### src/rtl/eag_defs.svh
// Constants for the effective address generator
`ifndef EAG_DEFS_SVH
`define EAG_DEFS_SVH

`define EAG_ZP_HIGH      8'h00
`define EAG_ADDR_RST     16'h0000
`define EAG_BYTE_RST     8'h00
`define EAG_PTR_RST      8'h00

`endif

### src/rtl/eag_pkg.sv
// Types for the effective address generator
package eag_pkg;

    // Addressing modes
    typedef enum logic [3:0] {
        EAG_MODE_ACC,
        EAG_MODE_IMM,
        EAG_MODE_ABS,
        EAG_MODE_ZP,
        EAG_MODE_ZPX,
        EAG_MODE_ZPY,
        EAG_MODE_ABX,
        EAG_MODE_ABY,
        EAG_MODE_IMPL,
        EAG_MODE_REL,
        EAG_MODE_INDX,
        EAG_MODE_INDY,
        EAG_MODE_IND
    } eag_mode_t;

    // Branch conditions
    typedef enum logic [2:0] {
        EAG_BR_CC,
        EAG_BR_CS,
        EAG_BR_NE,
        EAG_BR_EQ,
        EAG_BR_PL,
        EAG_BR_MI,
        EAG_BR_VC,
        EAG_BR_VS
    } eag_cond_t;

    // Request from sequencer
    typedef struct packed {
        eag_mode_t mode;
        eag_cond_t cond;
        logic [7:0] op_lo;
        logic [7:0] op_hi;
        logic [7:0] idx_x;
        logic [7:0] idx_y;
        logic [15:0] pc_next;
        logic [3:0] flags_nzcv;
    } eag_req_t;

    // Result to sequencer
    typedef struct packed {
        logic [15:0] addr;
        logic        addr_valid;
        logic        to_pc;
        logic        operand_imm;
        logic        use_acc;
        logic        taken;
    } eag_res_t;

endpackage

### src/rtl/eag_gen.sv
// Effective address generator with page-zero pointer fetch
`timescale 1ns/100ps
`default_nettype none
`include "eag_defs.svh"

module eag_gen
    import eag_pkg::*;
(
    // Clock and reset
    input  wire logic        CLK,
    input  wire logic        RST_N,
    // Request from sequencer
    input  wire logic        REQ_VALID,
    input  wire eag_req_t    REQ,
    output logic             REQ_READY,
    // Pointer memory read port
    output logic             MEM_RD,
    output logic [15:0]      MEM_ADDR,
    input  wire logic [7:0]  MEM_DATA,
    // Result to sequencer
    output logic             RES_VALID,
    output eag_res_t         RES
);

    typedef enum logic [1:0] {
        EAG_ST_IDLE,
        EAG_ST_PLO,
        EAG_ST_PHI
    } eag_state_t;

    eag_state_t  state_ff,   nxt_state;
    eag_req_t    req_ff,     nxt_req;
    logic [7:0]  lo_ff,      nxt_lo;
    logic        rd_ff,      nxt_rd;
    logic [15:0] maddr_ff,   nxt_maddr;
    logic        rv_ff,      nxt_rv;
    eag_res_t    res_ff,     nxt_res;
    logic        ready_ff,   nxt_ready;

    logic [15:0] base;
    logic [15:0] ptr_next;
    logic [7:0]  zp_ptr;
    logic [8:0]  lo_sum;
    logic        n_f;
    logic        z_f;
    logic        c_f;
    logic        v_f;
    logic        cond_ok;
    logic        accept;

    // ------------------------------------------------------------
    // Combinational address forming
    // ------------------------------------------------------------
    always_comb
    begin
        accept    = (state_ff == EAG_ST_IDLE) && REQ_VALID && ready_ff;
        base      = {REQ.op_hi, REQ.op_lo};
        {n_f, z_f, c_f, v_f} = REQ.flags_nzcv;
        unique case (REQ.cond)
            EAG_BR_CC: cond_ok = ~c_f;
            EAG_BR_CS: cond_ok = c_f;
            EAG_BR_NE: cond_ok = ~z_f;
            EAG_BR_EQ: cond_ok = z_f;
            EAG_BR_PL: cond_ok = ~n_f;
            EAG_BR_MI: cond_ok = n_f;
            EAG_BR_VC: cond_ok = ~v_f;
            EAG_BR_VS: cond_ok = v_f;
        endcase
        zp_ptr    = (req_ff.mode == EAG_MODE_INDX) ?
                    8'(req_ff.op_lo + req_ff.idx_x) : req_ff.op_lo;
        ptr_next  = (req_ff.mode == EAG_MODE_IND) ?
                    16'({req_ff.op_hi, req_ff.op_lo} + 16'h0001) :
                    {`EAG_ZP_HIGH, 8'(zp_ptr + 8'h01)};
        lo_sum    = {1'b0, lo_ff} + {1'b0, req_ff.idx_y};

        nxt_state = state_ff;
        nxt_req   = req_ff;
        nxt_lo    = lo_ff;
        nxt_rd    = 1'b0;
        nxt_maddr = maddr_ff;
        nxt_rv    = 1'b0;
        nxt_res   = res_ff;

        unique case (state_ff)
            EAG_ST_IDLE:
            begin
                if (accept)
                begin
                    nxt_req = REQ;
                    nxt_res = '0;
                    nxt_rv  = 1'b1;
                    unique case (REQ.mode)
                        EAG_MODE_ACC:
                            nxt_res.use_acc = 1'b1;
                        EAG_MODE_IMM:
                            nxt_res.operand_imm = 1'b1;
                        EAG_MODE_IMPL:
                            nxt_res.addr_valid = 1'b0;
                        EAG_MODE_ABS:
                        begin
                            nxt_res.addr       = base;
                            nxt_res.addr_valid = 1'b1;
                        end
                        EAG_MODE_ZP:
                        begin
                            nxt_res.addr = {`EAG_ZP_HIGH, REQ.op_lo};
                            nxt_res.addr_valid = 1'b1;
                        end
                        EAG_MODE_ZPX, EAG_MODE_ZPY:
                        begin
                            nxt_res.addr = {`EAG_ZP_HIGH, 8'(REQ.op_lo +
                                ((REQ.mode == EAG_MODE_ZPX) ?
                                 REQ.idx_x : REQ.idx_y))};
                            nxt_res.addr_valid = 1'b1;
                        end
                        EAG_MODE_ABX, EAG_MODE_ABY:
                        begin
                            nxt_res.addr = 16'(base + {8'h00,
                                ((REQ.mode == EAG_MODE_ABX) ?
                                 REQ.idx_x : REQ.idx_y)});
                            nxt_res.addr_valid = 1'b1;
                        end
                        EAG_MODE_REL:
                        begin
                            nxt_res.addr = 16'(REQ.pc_next +
                                {{8{REQ.op_lo[7]}}, REQ.op_lo});
                            nxt_res.to_pc = 1'b1;
                            nxt_res.taken = cond_ok;
                            nxt_res.addr_valid = 1'b1;
                        end
                        default:
                        begin
                            // Indirect modes fetch pointer bytes first
                            nxt_rv    = 1'b0;
                            nxt_rd    = 1'b1;
                            nxt_state = EAG_ST_PLO;
                            if (REQ.mode == EAG_MODE_IND)
                                nxt_maddr = base;
                            else if (REQ.mode == EAG_MODE_INDX)
                                nxt_maddr = {`EAG_ZP_HIGH,
                                    8'(REQ.op_lo + REQ.idx_x)};
                            else
                                nxt_maddr = {`EAG_ZP_HIGH, REQ.op_lo};
                        end
                    endcase
                end
            end
            EAG_ST_PLO:
            begin
                nxt_lo    = MEM_DATA;
                nxt_rd    = 1'b1;
                nxt_maddr = ptr_next;
                nxt_state = EAG_ST_PHI;
            end
            EAG_ST_PHI:
            begin
                nxt_res = '0;
                nxt_res.addr_valid = 1'b1;
                if (req_ff.mode == EAG_MODE_INDY)
                    nxt_res.addr = {8'(MEM_DATA + {7'h00, lo_sum[8]}),
                                    lo_sum[7:0]};
                else
                    nxt_res.addr = {MEM_DATA, lo_ff};
                nxt_res.to_pc = (req_ff.mode == EAG_MODE_IND);
                nxt_rv    = 1'b1;
                nxt_state = EAG_ST_IDLE;
            end
        endcase
        nxt_ready = (nxt_state == EAG_ST_IDLE);
    end

    // ------------------------------------------------------------
    // Registers
    // ------------------------------------------------------------
    always_ff @(posedge CLK)
    begin
        if (!RST_N)
        begin
            state_ff <= EAG_ST_IDLE;
            req_ff   <= '0;
            lo_ff    <= `EAG_BYTE_RST;
            rd_ff    <= 1'b0;
            maddr_ff <= `EAG_ADDR_RST;
            rv_ff    <= 1'b0;
            res_ff   <= '0;
            ready_ff <= 1'b0;
        end
        else
        begin
            state_ff <= nxt_state;
            req_ff   <= nxt_req;
            lo_ff    <= nxt_lo;
            rd_ff    <= nxt_rd;
            maddr_ff <= nxt_maddr;
            rv_ff    <= nxt_rv;
            res_ff   <= nxt_res;
            ready_ff <= nxt_ready;
        end
    end

    assign REQ_READY = ready_ff;
    assign MEM_RD    = rd_ff;
    assign MEM_ADDR  = maddr_ff;
    assign RES_VALID = rv_ff;
    assign RES       = res_ff;

    // ------------------------------------------------------------
    // Assertions
    // ------------------------------------------------------------
    property p_abs;
        @(posedge CLK) disable iff (!RST_N)
        (accept && REQ.mode == EAG_MODE_ABS)
        |=> RES_VALID && RES.addr == $past({REQ.op_hi, REQ.op_lo});
    endproperty
    a_abs: assert property (p_abs) else $error("absolute addr");
    property p_zp;
        @(posedge CLK) disable iff (!RST_N)
        (accept && REQ.mode == EAG_MODE_ZP)
        |=> RES.addr[15:8] == 8'h00;
    endproperty
    a_zp: assert property (p_zp) else $error("zero page high");
    property p_zpx;
        @(posedge CLK) disable iff (!RST_N)
        (accept && REQ.mode == EAG_MODE_ZPX)
        |=> RES.addr == {8'h00, 8'($past(REQ.op_lo) + $past(REQ.idx_x))};
    endproperty
    a_zpx: assert property (p_zpx) else $error("zp indexed wrong");
    property p_aby;
        @(posedge CLK) disable iff (!RST_N)
        (accept && REQ.mode == EAG_MODE_ABY)
        |=> RES.addr == 16'($past({REQ.op_hi, REQ.op_lo}) +
                           {8'h00, $past(REQ.idx_y)});
    endproperty
    a_aby: assert property (p_aby) else $error("abs indexed wrong");
    property p_impl;
        @(posedge CLK) disable iff (!RST_N)
        (accept && REQ.mode == EAG_MODE_IMPL)
        |=> RES_VALID && !RES.addr_valid && !MEM_RD;
    endproperty
    a_impl: assert property (p_impl) else $error("implied addr");
    property p_rel;
        @(posedge CLK) disable iff (!RST_N)
        (accept && REQ.mode == EAG_MODE_REL)
        |=> RES.addr == 16'($past(REQ.pc_next) +
            {{8{$past(REQ.op_lo[7])}}, $past(REQ.op_lo)});
    endproperty
    a_rel: assert property (p_rel) else $error("branch target wrong");
    property p_indx_ptr;
        @(posedge CLK) disable iff (!RST_N)
        (accept && REQ.mode == EAG_MODE_INDX)
        |=> MEM_RD && MEM_ADDR[15:8] == 8'h00 ##1
            MEM_RD && MEM_ADDR[15:8] == 8'h00 ##1 RES_VALID;
    endproperty
    a_indx_ptr: assert property (p_indx_ptr) else $error("page zero");
    property p_wrap;
        @(posedge CLK) disable iff (!RST_N)
        (state_ff == EAG_ST_PLO && req_ff.mode != EAG_MODE_IND &&
         MEM_ADDR == 16'h00ff) |=> MEM_ADDR == 16'h0000;
    endproperty
    a_wrap: assert property (p_wrap) else $error("no wrap");
    property p_cc;
        @(posedge CLK) disable iff (!RST_N)
        (accept && REQ.mode == EAG_MODE_REL && REQ.cond == EAG_BR_CC)
        |=> RES.taken == !$past(REQ.flags_nzcv[1]);
    endproperty
    a_cc: assert property (p_cc) else $error("carry branch wrong");

    c_indy: cover property (@(posedge CLK) disable iff (!RST_N)
        state_ff == EAG_ST_PHI && req_ff.mode == EAG_MODE_INDY && lo_sum[8]);
    c_ind: cover property (@(posedge CLK) disable iff (!RST_N)
        state_ff == EAG_ST_PHI && req_ff.mode == EAG_MODE_IND);
    c_taken: cover property (@(posedge CLK) disable iff (!RST_N)
        RES_VALID && RES.taken);

endmodule

`default_nettype wire

### config.mk
export PLATFORM = sky130hd
export DESIGN_NAME = eag_gen
export DESIGN_NICKNAME = d
export VERILOG_FILES = /design/src/rtl/eag_pkg.sv /design/src/rtl/eag_gen.sv
export VERILOG_INCLUDE_DIRS = /design/src /design/src/rtl
export SDC_FILE = /design/constraint.sdc
export NUM_CORES = 1
export LEC_CHECK = 0
export BUFFER_PORTS_ARGS = -buffer_cell sky130_fd_sc_hd__buf_2
export CORE_ASPECT_RATIO = 1.1
export CORE_MARGIN = 4
export CORE_UTILIZATION = 53
export DETAILED_ROUTE_END_ITERATION = 10
export HOLD_SLACK_MARGIN = 0.03
export PLACE_DENSITY = 0.78
export SLEW_MARGIN = 10
export SYNTH_ARGS = -nofsm -noshare
export SYNTH_HDL_FRONTEND = slang
export SYNTH_SLANG_ARGS = --single-unit
### constraint.sdc
create_clock -name CLK -period 3.9 [get_ports CLK]
set_input_delay 0.195 -clock CLK [delete_from_list [all_inputs] [get_ports CLK]]
set_output_delay 0.195 -clock CLK [all_outputs]
set_load 0.02 [all_outputs]
==> results.sh, run 1 <==
export IMPL_vias=7070
export IMPL_gr_usage_met2=0.4667
export IMPL_worstSetupPathType="register to register"
export IMPL_fin_tns_setup_ns=0
export IMPL_fp_coreArea_um2=12750
export IMPL_final_area_um2=7953
export IMPL_crit_arrival_ns=3.68
export IMPL_dr_first_iter_drc_count=820
export IMPL_hold_depth=3
export IMPL_power_leakage_nw=3.351
export IMPL_yosysWarnings=0
export IMPL_crit_fanout=3
export IMPL_cts_sinks=86
export IMPL_port_buffers=109
export IMPL_holdCritPathClass="input port to register"
export IMPL_report_final_slew_viol_count=0
export IMPL_synth_edf_count=0
export IMPL_ys_types=68
export IMPL_slew_headroom=0.3430
export IMPL_period_share=0.8734
export IMPL_ys_async_sr_fraction=0
export IMPL_finalNetCount=1138
export IMPL_cts_resized=0
export IMPL_cts_hold_buf=0
export IMPL_start_util=0.5467
export IMPL_syn_inst=913
export IMPL_hold_viol=0
export IMPL_setup_violations=0
export IMPL_globalRoute_busiestLayer="met2"
export IMPL_routed_via_density=6.084
export IMPL_avgSynthCellArea_um2=7.635
export IMPL_vdd_drop_max_v=0.0001956
export IMPL_ant_nets=0
export IMPL_finClkSkew_ns=0.007700
export IMPL_p_seq_frac=0.367
export IMPL_grt_usage=0.2761
export IMPL_clkTransAtPathRegs_ns=0.07
export IMPL_grt_max_degree=53
export IMPL_synth_area_um2=6970
export IMPL_swShare=0.3265
export IMPL_antenna_found_initial=1
export IMPL_intPower_mw=1.781
export IMPL_clk_latency_ns=0.35
export IMPL_cts_post_setup_buffers_inserted=0
export IMPL_rsz0062_at_grt="false"
export IMPL_nFillCells=1176
export IMPL_globalRouteOverflowTotal=0
export IMPL_outcome="complete, no violations"
export IMPL_die_w_um=117.3
export IMPL_drive_above_1_share=0.1633
export IMPL_cp_end_kind="register"
export IMPL_tightest_slew_ns=0.9818
export IMPL_chipHeight_um=128.3
export IMPL_r2r_cells=18
export IMPL_yosysSeqAreaShare=0.2470
export IMPL_p_per_area_nw_per_um2=332.4
export IMPL_timing_final_crit_period_ns=3.406
export IMPL_total_power_mw=2.644
export IMPL_grt_pass1_vias=6672
export IMPL_grt_use_met3=0.03663
export IMPL_clkPwrFrac=0.362
export IMPL_worstSetupStartpointType="register"
export IMPL_power_switching_mw=0.8631
export IMPL_area_growth_pct=14.09
export IMPL_fmax_mhz=293.6
export IMPL_dpl_hpwl_mm=16.16
export IMPL_met1_usage=0.3642
export IMPL_row_count=43
export IMPL_cts_tree="done"
export IMPL_io_pins=110
export IMPL_synth_fp_nets=1052
export IMPL_drt_total_wl_mm=21.20
export IMPL_drc=0
export IMPL_gp_congestion=0.9585
export IMPL_ys_flop_type="dfxtp_1"
export IMPL_dieArea_um2=15050
export IMPL_whs_ns=0.1138
export IMPL_first_pass_iters=5
export IMPL_root_buffer="clkbuf_16"
export IMPL_pwr_share_comb=0.271
export IMPL_placed_area_um2=7627
export IMPL_h_tree_depth=3
export IMPL_maxCapViolCount=0
export IMPL_cts_made_buffers=9
export IMPL_ctsLongestPathBuffers=2
export IMPL_cp_required_ns=4.17
export IMPL_avgRoutedWirePerCell_um=18.24
export IMPL_grt_pass1_wl_mm=33.94
export IMPL_synth_seq_cells=86
-- state kept, by name, summed over array words and instances, names as in the netlist --
register	flops
MEM_ADDR	16
state_ff	2
RES_VALID	1
lo_ff	8
req_ff	36
RES	21
MEM_RD	1
REQ_READY	1
-- final timing paths --
| kind | from | endpoint | slack (ns) |
|---|---|---|---|
| setup / recovery | lo_ff[0] | RES[17] | 0.49 |
| hold / removal | MEM_DATA[7] | lo_ff[7] | 0.11 |
| setup reg to reg | lo_ff[0] | RES[17] | 0.49 |
| hold reg to reg | MEM_ADDR[4] | MEM_ADDR[4] | 0.45 |
-- critical path, cell delays in order, from the launching register on --
cell,delay (ns)
dfxtp_1,0.34
ha_1,0.22
fa_1,0.41
a21o_1,0.17
a21oi_1,0.22
o21bai_1,0.09
a21oi_1,0.27
nor2b_1,0.07
o21ai_0,0.17
nand2b_1,0.09
ha_1,0.21
ha_1,0.20
and3_1,0.19
nand2_1,0.08
xnor2_1,0.13
nand2_1,0.11
nand3_1,0.13
o21ai_0,0.08
nor3_1,0.16
-- cell usage after synthesis (all sizes together), types with 5 or more instances --
master / n / area share
a211oi: 8 / 0.0086
a21o: 8 / 0.0086
a21oi: 88 / 0.063
a221oi: 15 / 0.019
a222oi: 6 / 0.0086
a31oi: 11 / 0.0099
a41oi: 5 / 0.0063
and2: 5 / 0.0045
and3: 7 / 0.0063
buf: 8 / 0.0057
clkbuf: 40 / 0.022
dfxtp: 86 / 0.25
fa: 6 / 0.017
ha: 63 / 0.11
inv: 30 / 0.016
mux2: 16 / 0.026
mux2i: 15 / 0.022
nand2: 141 / 0.076
nand3: 20 / 0.014
nand4: 10 / 0.0090
nor2: 81 / 0.044
nor2b: 7 / 0.0063
nor3: 26 / 0.019
nor3b: 5 / 0.0061
o211ai: 8 / 0.0086
o21a: 6 / 0.0065
o21ai: 60 / 0.043
o21bai: 9 / 0.0097
xnor2: 41 / 0.052
xor2: 19 / 0.024
-- cell families (layout without fill, tap and decap cells) --
family,after synthesis,count (layout),share of synthesized area
AO/OA/AOI/OAI,261,261,0.2396
other,0,1,0
adder cells (fa/ha/maj),69,69,0.1303
flip-flops,86,86,0.2470
AND/OR/NAND/NOR,327,327,0.2136
XOR/XNOR,60,60,0.07539
buffers and inverters,78,169,0.04344
multiplexers,32,32,0.05062
-- metrics by stage --
step | worst slack [ns] | utilization | std cells
floorplan | 0.1826 | - | 913
global placement | 0.5857 | 0.5982 | 1145
detailed placement | 0.4795 | 0.5982 | 1145
CTS | 0.5136 | 0.6235 | 1161
global route | 0.2363 | 0.6237 | 1162
finish | 0.4937 | 0.6237 | 1162
-- area by class of cell --
type                            instances  area, µm²  area share
Antenna cell                            1      2.502   0.0003147
Clock buffer                           10      229.0     0.02879
Clock inverter                          6      93.84     0.01180
Inverter                               30      112.6     0.01416
Multi-Input combinational cell        749       4946      0.6219
Sequential cell                        86       1722      0.2165
Tap cell                              157      196.4     0.02470
Timing Repair Buffer                  123      650.6     0.08181
-- layout by cell type (no fill, tap or decap), drive strengths merged, types with 6 or more instances in the layout --
cell | netlist | layout
nor2 | 81 | 81
nand2 | 141 | 141
a31oi | 11 | 11
o21ai | 60 | 60
nand4 | 10 | 10
inv | 30 | 32
a222oi | 6 | 6
ha | 63 | 63
dfxtp | 86 | 86
a221oi | 15 | 15
o211ai | 8 | 8
fa | 6 | 6
a211oi | 8 | 8
clkbuf | 40 | 10
nand3 | 20 | 20
and3 | 7 | 7
nor3 | 26 | 26
buf | 8 | 123
xnor2 | 41 | 41
a21oi | 88 | 88
nor2b | 7 | 7
mux2i | 15 | 15
xor2 | 19 | 19
o21bai | 9 | 9
o21a | 6 | 6
mux2 | 16 | 16
a21o | 8 | 8
-- power groups by stage --
| stage | sequential (mW) | combinational (mW) | clock, mW |
|---|---|---|---|
| 6_report | 0.970 | 0.717 | 0.956 |
| 3_3_place_gp | 0.988 | 0.690 | 0 |
| 2_1_floorplan | 1.01 | 0.461 | 0 |
| 3_5_place_dp | 0.989 | 0.702 | 0 |
| 5_1_grt | 0.976 | 0.794 | 1.00 |
| 4_1_cts | 0.969 | 0.708 | 0.957 |
-- per-layer routing --
| metal | part of all wire | wire length [µm] | up-vias |
|---|---|---|---|
| li1 | - | - | 3459 |
| met4 | 0.029 | 621 | 0 |
| met3 | 0.082 | 1728 | 44 |
| met5 | 0 | 0 | - |
| met2 | 0.47 | 9968 | 288 |
| met1 | 0.42 | 8879 | 3279 |
No activity file was read; power rests on OpenSTA's default activity.
==> run 2, diff against run 1 <==
- CORE_ASPECT_RATIO: 1.1 -> 2
==> run 2 against run 1 <==
Critical path depth unchanged. Core utilization down 0.95 points. Global-route usage up 3.2 points. Largest power group unchanged. Power down 3.3%. Critical path type unchanged. Routed wire length up 8.6%. First-iteration DRC count down 33%. Clock power down 11%. Highest routed layer unchanged.
==> results.sh, run 2 (synthesis results as in run 1) <==
export IMPL_dpl_hpwl_mm=17.85
export IMPL_cts_sinks=86
export IMPL_finClkSkew_ns=0.008115
export IMPL_crit_start="req_ff[20]"
export IMPL_p_seq_frac=0.380
export IMPL_fmax_mhz=298.3
export IMPL_die_w_um=89.09
export IMPL_antenna_found_initial=1
export IMPL_dr_first_iter_drc_count=549
export IMPL_drt_total_wl_mm=23.03
export IMPL_gp_congestion=0.9582
export IMPL_clkTransAtPathRegs_ns=0.07
export IMPL_dieArea_um2=15160
export IMPL_worstSetupPathType="register to register"
export IMPL_area_growth_pct=13.84
export IMPL_port_buffers=109
export IMPL_grt_pass1_wl_mm=36.10
export IMPL_crit_fanout=2
export IMPL_cp_required_ns=4.16
export IMPL_h_tree_depth=3
export IMPL_row_count=59
export IMPL_timing_final_crit_period_ns=3.352
export IMPL_cpMostUsedCell="ha_1"
export IMPL_io_pins=110
export IMPL_cts_hold_buf=0
export IMPL_period_share=0.8595
export IMPL_root_buffer="clkbuf_16"
export IMPL_globalRouteOverflowTotal=0
export IMPL_intPower_mw=1.674
export IMPL_crit_arrival_ns=3.61
export IMPL_report_final_slew_viol_count=0
export IMPL_rsz0062_at_grt="false"
export IMPL_clkPwrFrac=0.333
export IMPL_vdd_drop_max_v=0.0003097
export IMPL_largest_reg_flops=36
export IMPL_worstSetupStartpointType="register"
export IMPL_drc=0
export IMPL_power_leakage_nw=3.340
export IMPL_maxCapViolCount=0
export IMPL_max_stage_delay_ns=0.42
export IMPL_total_power_mw=2.557
export IMPL_clk_latency_ns=0.35
export IMPL_start_util=0.5396
export IMPL_fin_tns_setup_ns=0
export IMPL_cts_post_setup_buffers_inserted=0
export IMPL_largest_register="req_ff"
export IMPL_hold_viol=0
export IMPL_critical_path_top_delay_family="adder cells"
export IMPL_drive_above_1_share=0.1660
export IMPL_power_switching_mw=0.8830
export IMPL_layout_common_cells="nand2_1 (141), buf_2 (109), a21oi_1 (88), dfxtp_1 (86), nor2_1 (81)"
export IMPL_r2r_start="req_ff[20]"
export IMPL_cpMaxStageDelayCell="fa_1"
export IMPL_tightest_slew_ns=1.034
export IMPL_swShare=0.3453
export IMPL_grt_pass1_vias=7155
export IMPL_cts_tree="done"
export IMPL_cp_end_kind="register"
export IMPL_cts_resized=0
export IMPL_grt_usage=0.3086
export IMPL_ant_nets=0
export IMPL_outcome="complete, no violations"
export IMPL_layout_commonest_cell="nand2_1"
export IMPL_cts_made_buffers=9
export IMPL_holdCritPathClass="input port to register"
export IMPL_pre_cts_ws_ns=0.4854
export IMPL_setup_violations=0
export IMPL_first_pass_iters=8
export IMPL_ctsLongestPathBuffers=2
export IMPL_grt_max_degree=43
export IMPL_finalWorstSetupSlack_ns=0.5481
export IMPL_path_cells="ha_1 -> fa_1 -> a21o_1 -> a21oi_1 -> o21bai_1 -> a21oi_1 -> nor2b_1 -> o21ai_0 -> nand2b_1 -> ha_1 -> ha_1 -> and3_1 -> nand2_1 -> xnor2_1 -> nand2_1 -> nand3_1 -> o21ai_0 -> nor3_1"
export IMPL_fp_coreArea_um2=12920
export IMPL_slew_headroom=0.3106
export IMPL_avgRoutedWirePerCell_um=19.85
export IMPL_p_per_area_nw_per_um2=322.2
export IMPL_chipHeight_um=170.2
export IMPL_vias=7381
export IMPL_whs_ns=0.1267
export IMPL_finalNetCount=1140
export IMPL_pwr_share_comb=0.287
export IMPL_hold_path_startpoint="MEM_DATA[7]"
export IMPL_worst_path_buf_inv=0
export IMPL_routed_via_density=6.363
export IMPL_fin_util=0.6142
[run 2: path summary, 6_finish.rpt]
kind | endpoint | slack (ns) | cells after the start
setup / recovery | RES[17] | 0.55 | 18
hold / removal | lo_ff[7] | 0.13 | 3
hold reg to reg | MEM_ADDR[2] | 0.45 | 2
setup reg to reg | RES[17] | 0.55 | 18
[run 2: routing by layer]
layer / vias to the layer above / global-route usage / wire length [µm]
met3: 108 / 0.03585 / 1505
met1: 3449 / 0.3211 / 7619
li1: 3476 / - / -
met4: 0 / 0.2223 / 1917
met2: 348 / 0.5471 / 11990
met5: - / 0 / 0
[run 2: layout make-up]
class                      count  area, µm²
clock inverter                 6      55.05
fill                        1231       4984
antenna                        2      5.005
clock buffer                  10      239.0
multi-input combinational    749       4946
timing repair buffer         125      665.6
sequential                    86       1722
tap                          152      190.2
inverter                      30      112.6
[run 2: power by group through the flow]
stage / Clock, mW / Sequential, mW / Combinational (mW)
2_1_floorplan: 0 / 1.01 / 0.461
3_3_place_gp: 0 / 0.988 / 0.707
3_5_place_dp: 0 / 0.989 / 0.718
4_1_cts: 0.859 / 0.970 / 0.723
5_1_grt: 0.893 / 0.976 / 0.802
6_report: 0.852 / 0.971 / 0.734
[run 2: through the flow]
stage | area (µm²) | instances
final | 7935 | 1160
after CTS | 7930 | 1158
after floorplan | 6970 | 913
after global routing | 7933 | 1159
after detailed placement | 7636 | 1142
after global placement | 7636 | 1142
[run 2: worst min-delay path: cells and delay by family]
kind / cells / cell delay (ns)
buffers and inverters: 1 / 0.10
AND/OR/NAND/NOR: 1 / 0.08
multiplexers: 1 / 0.07
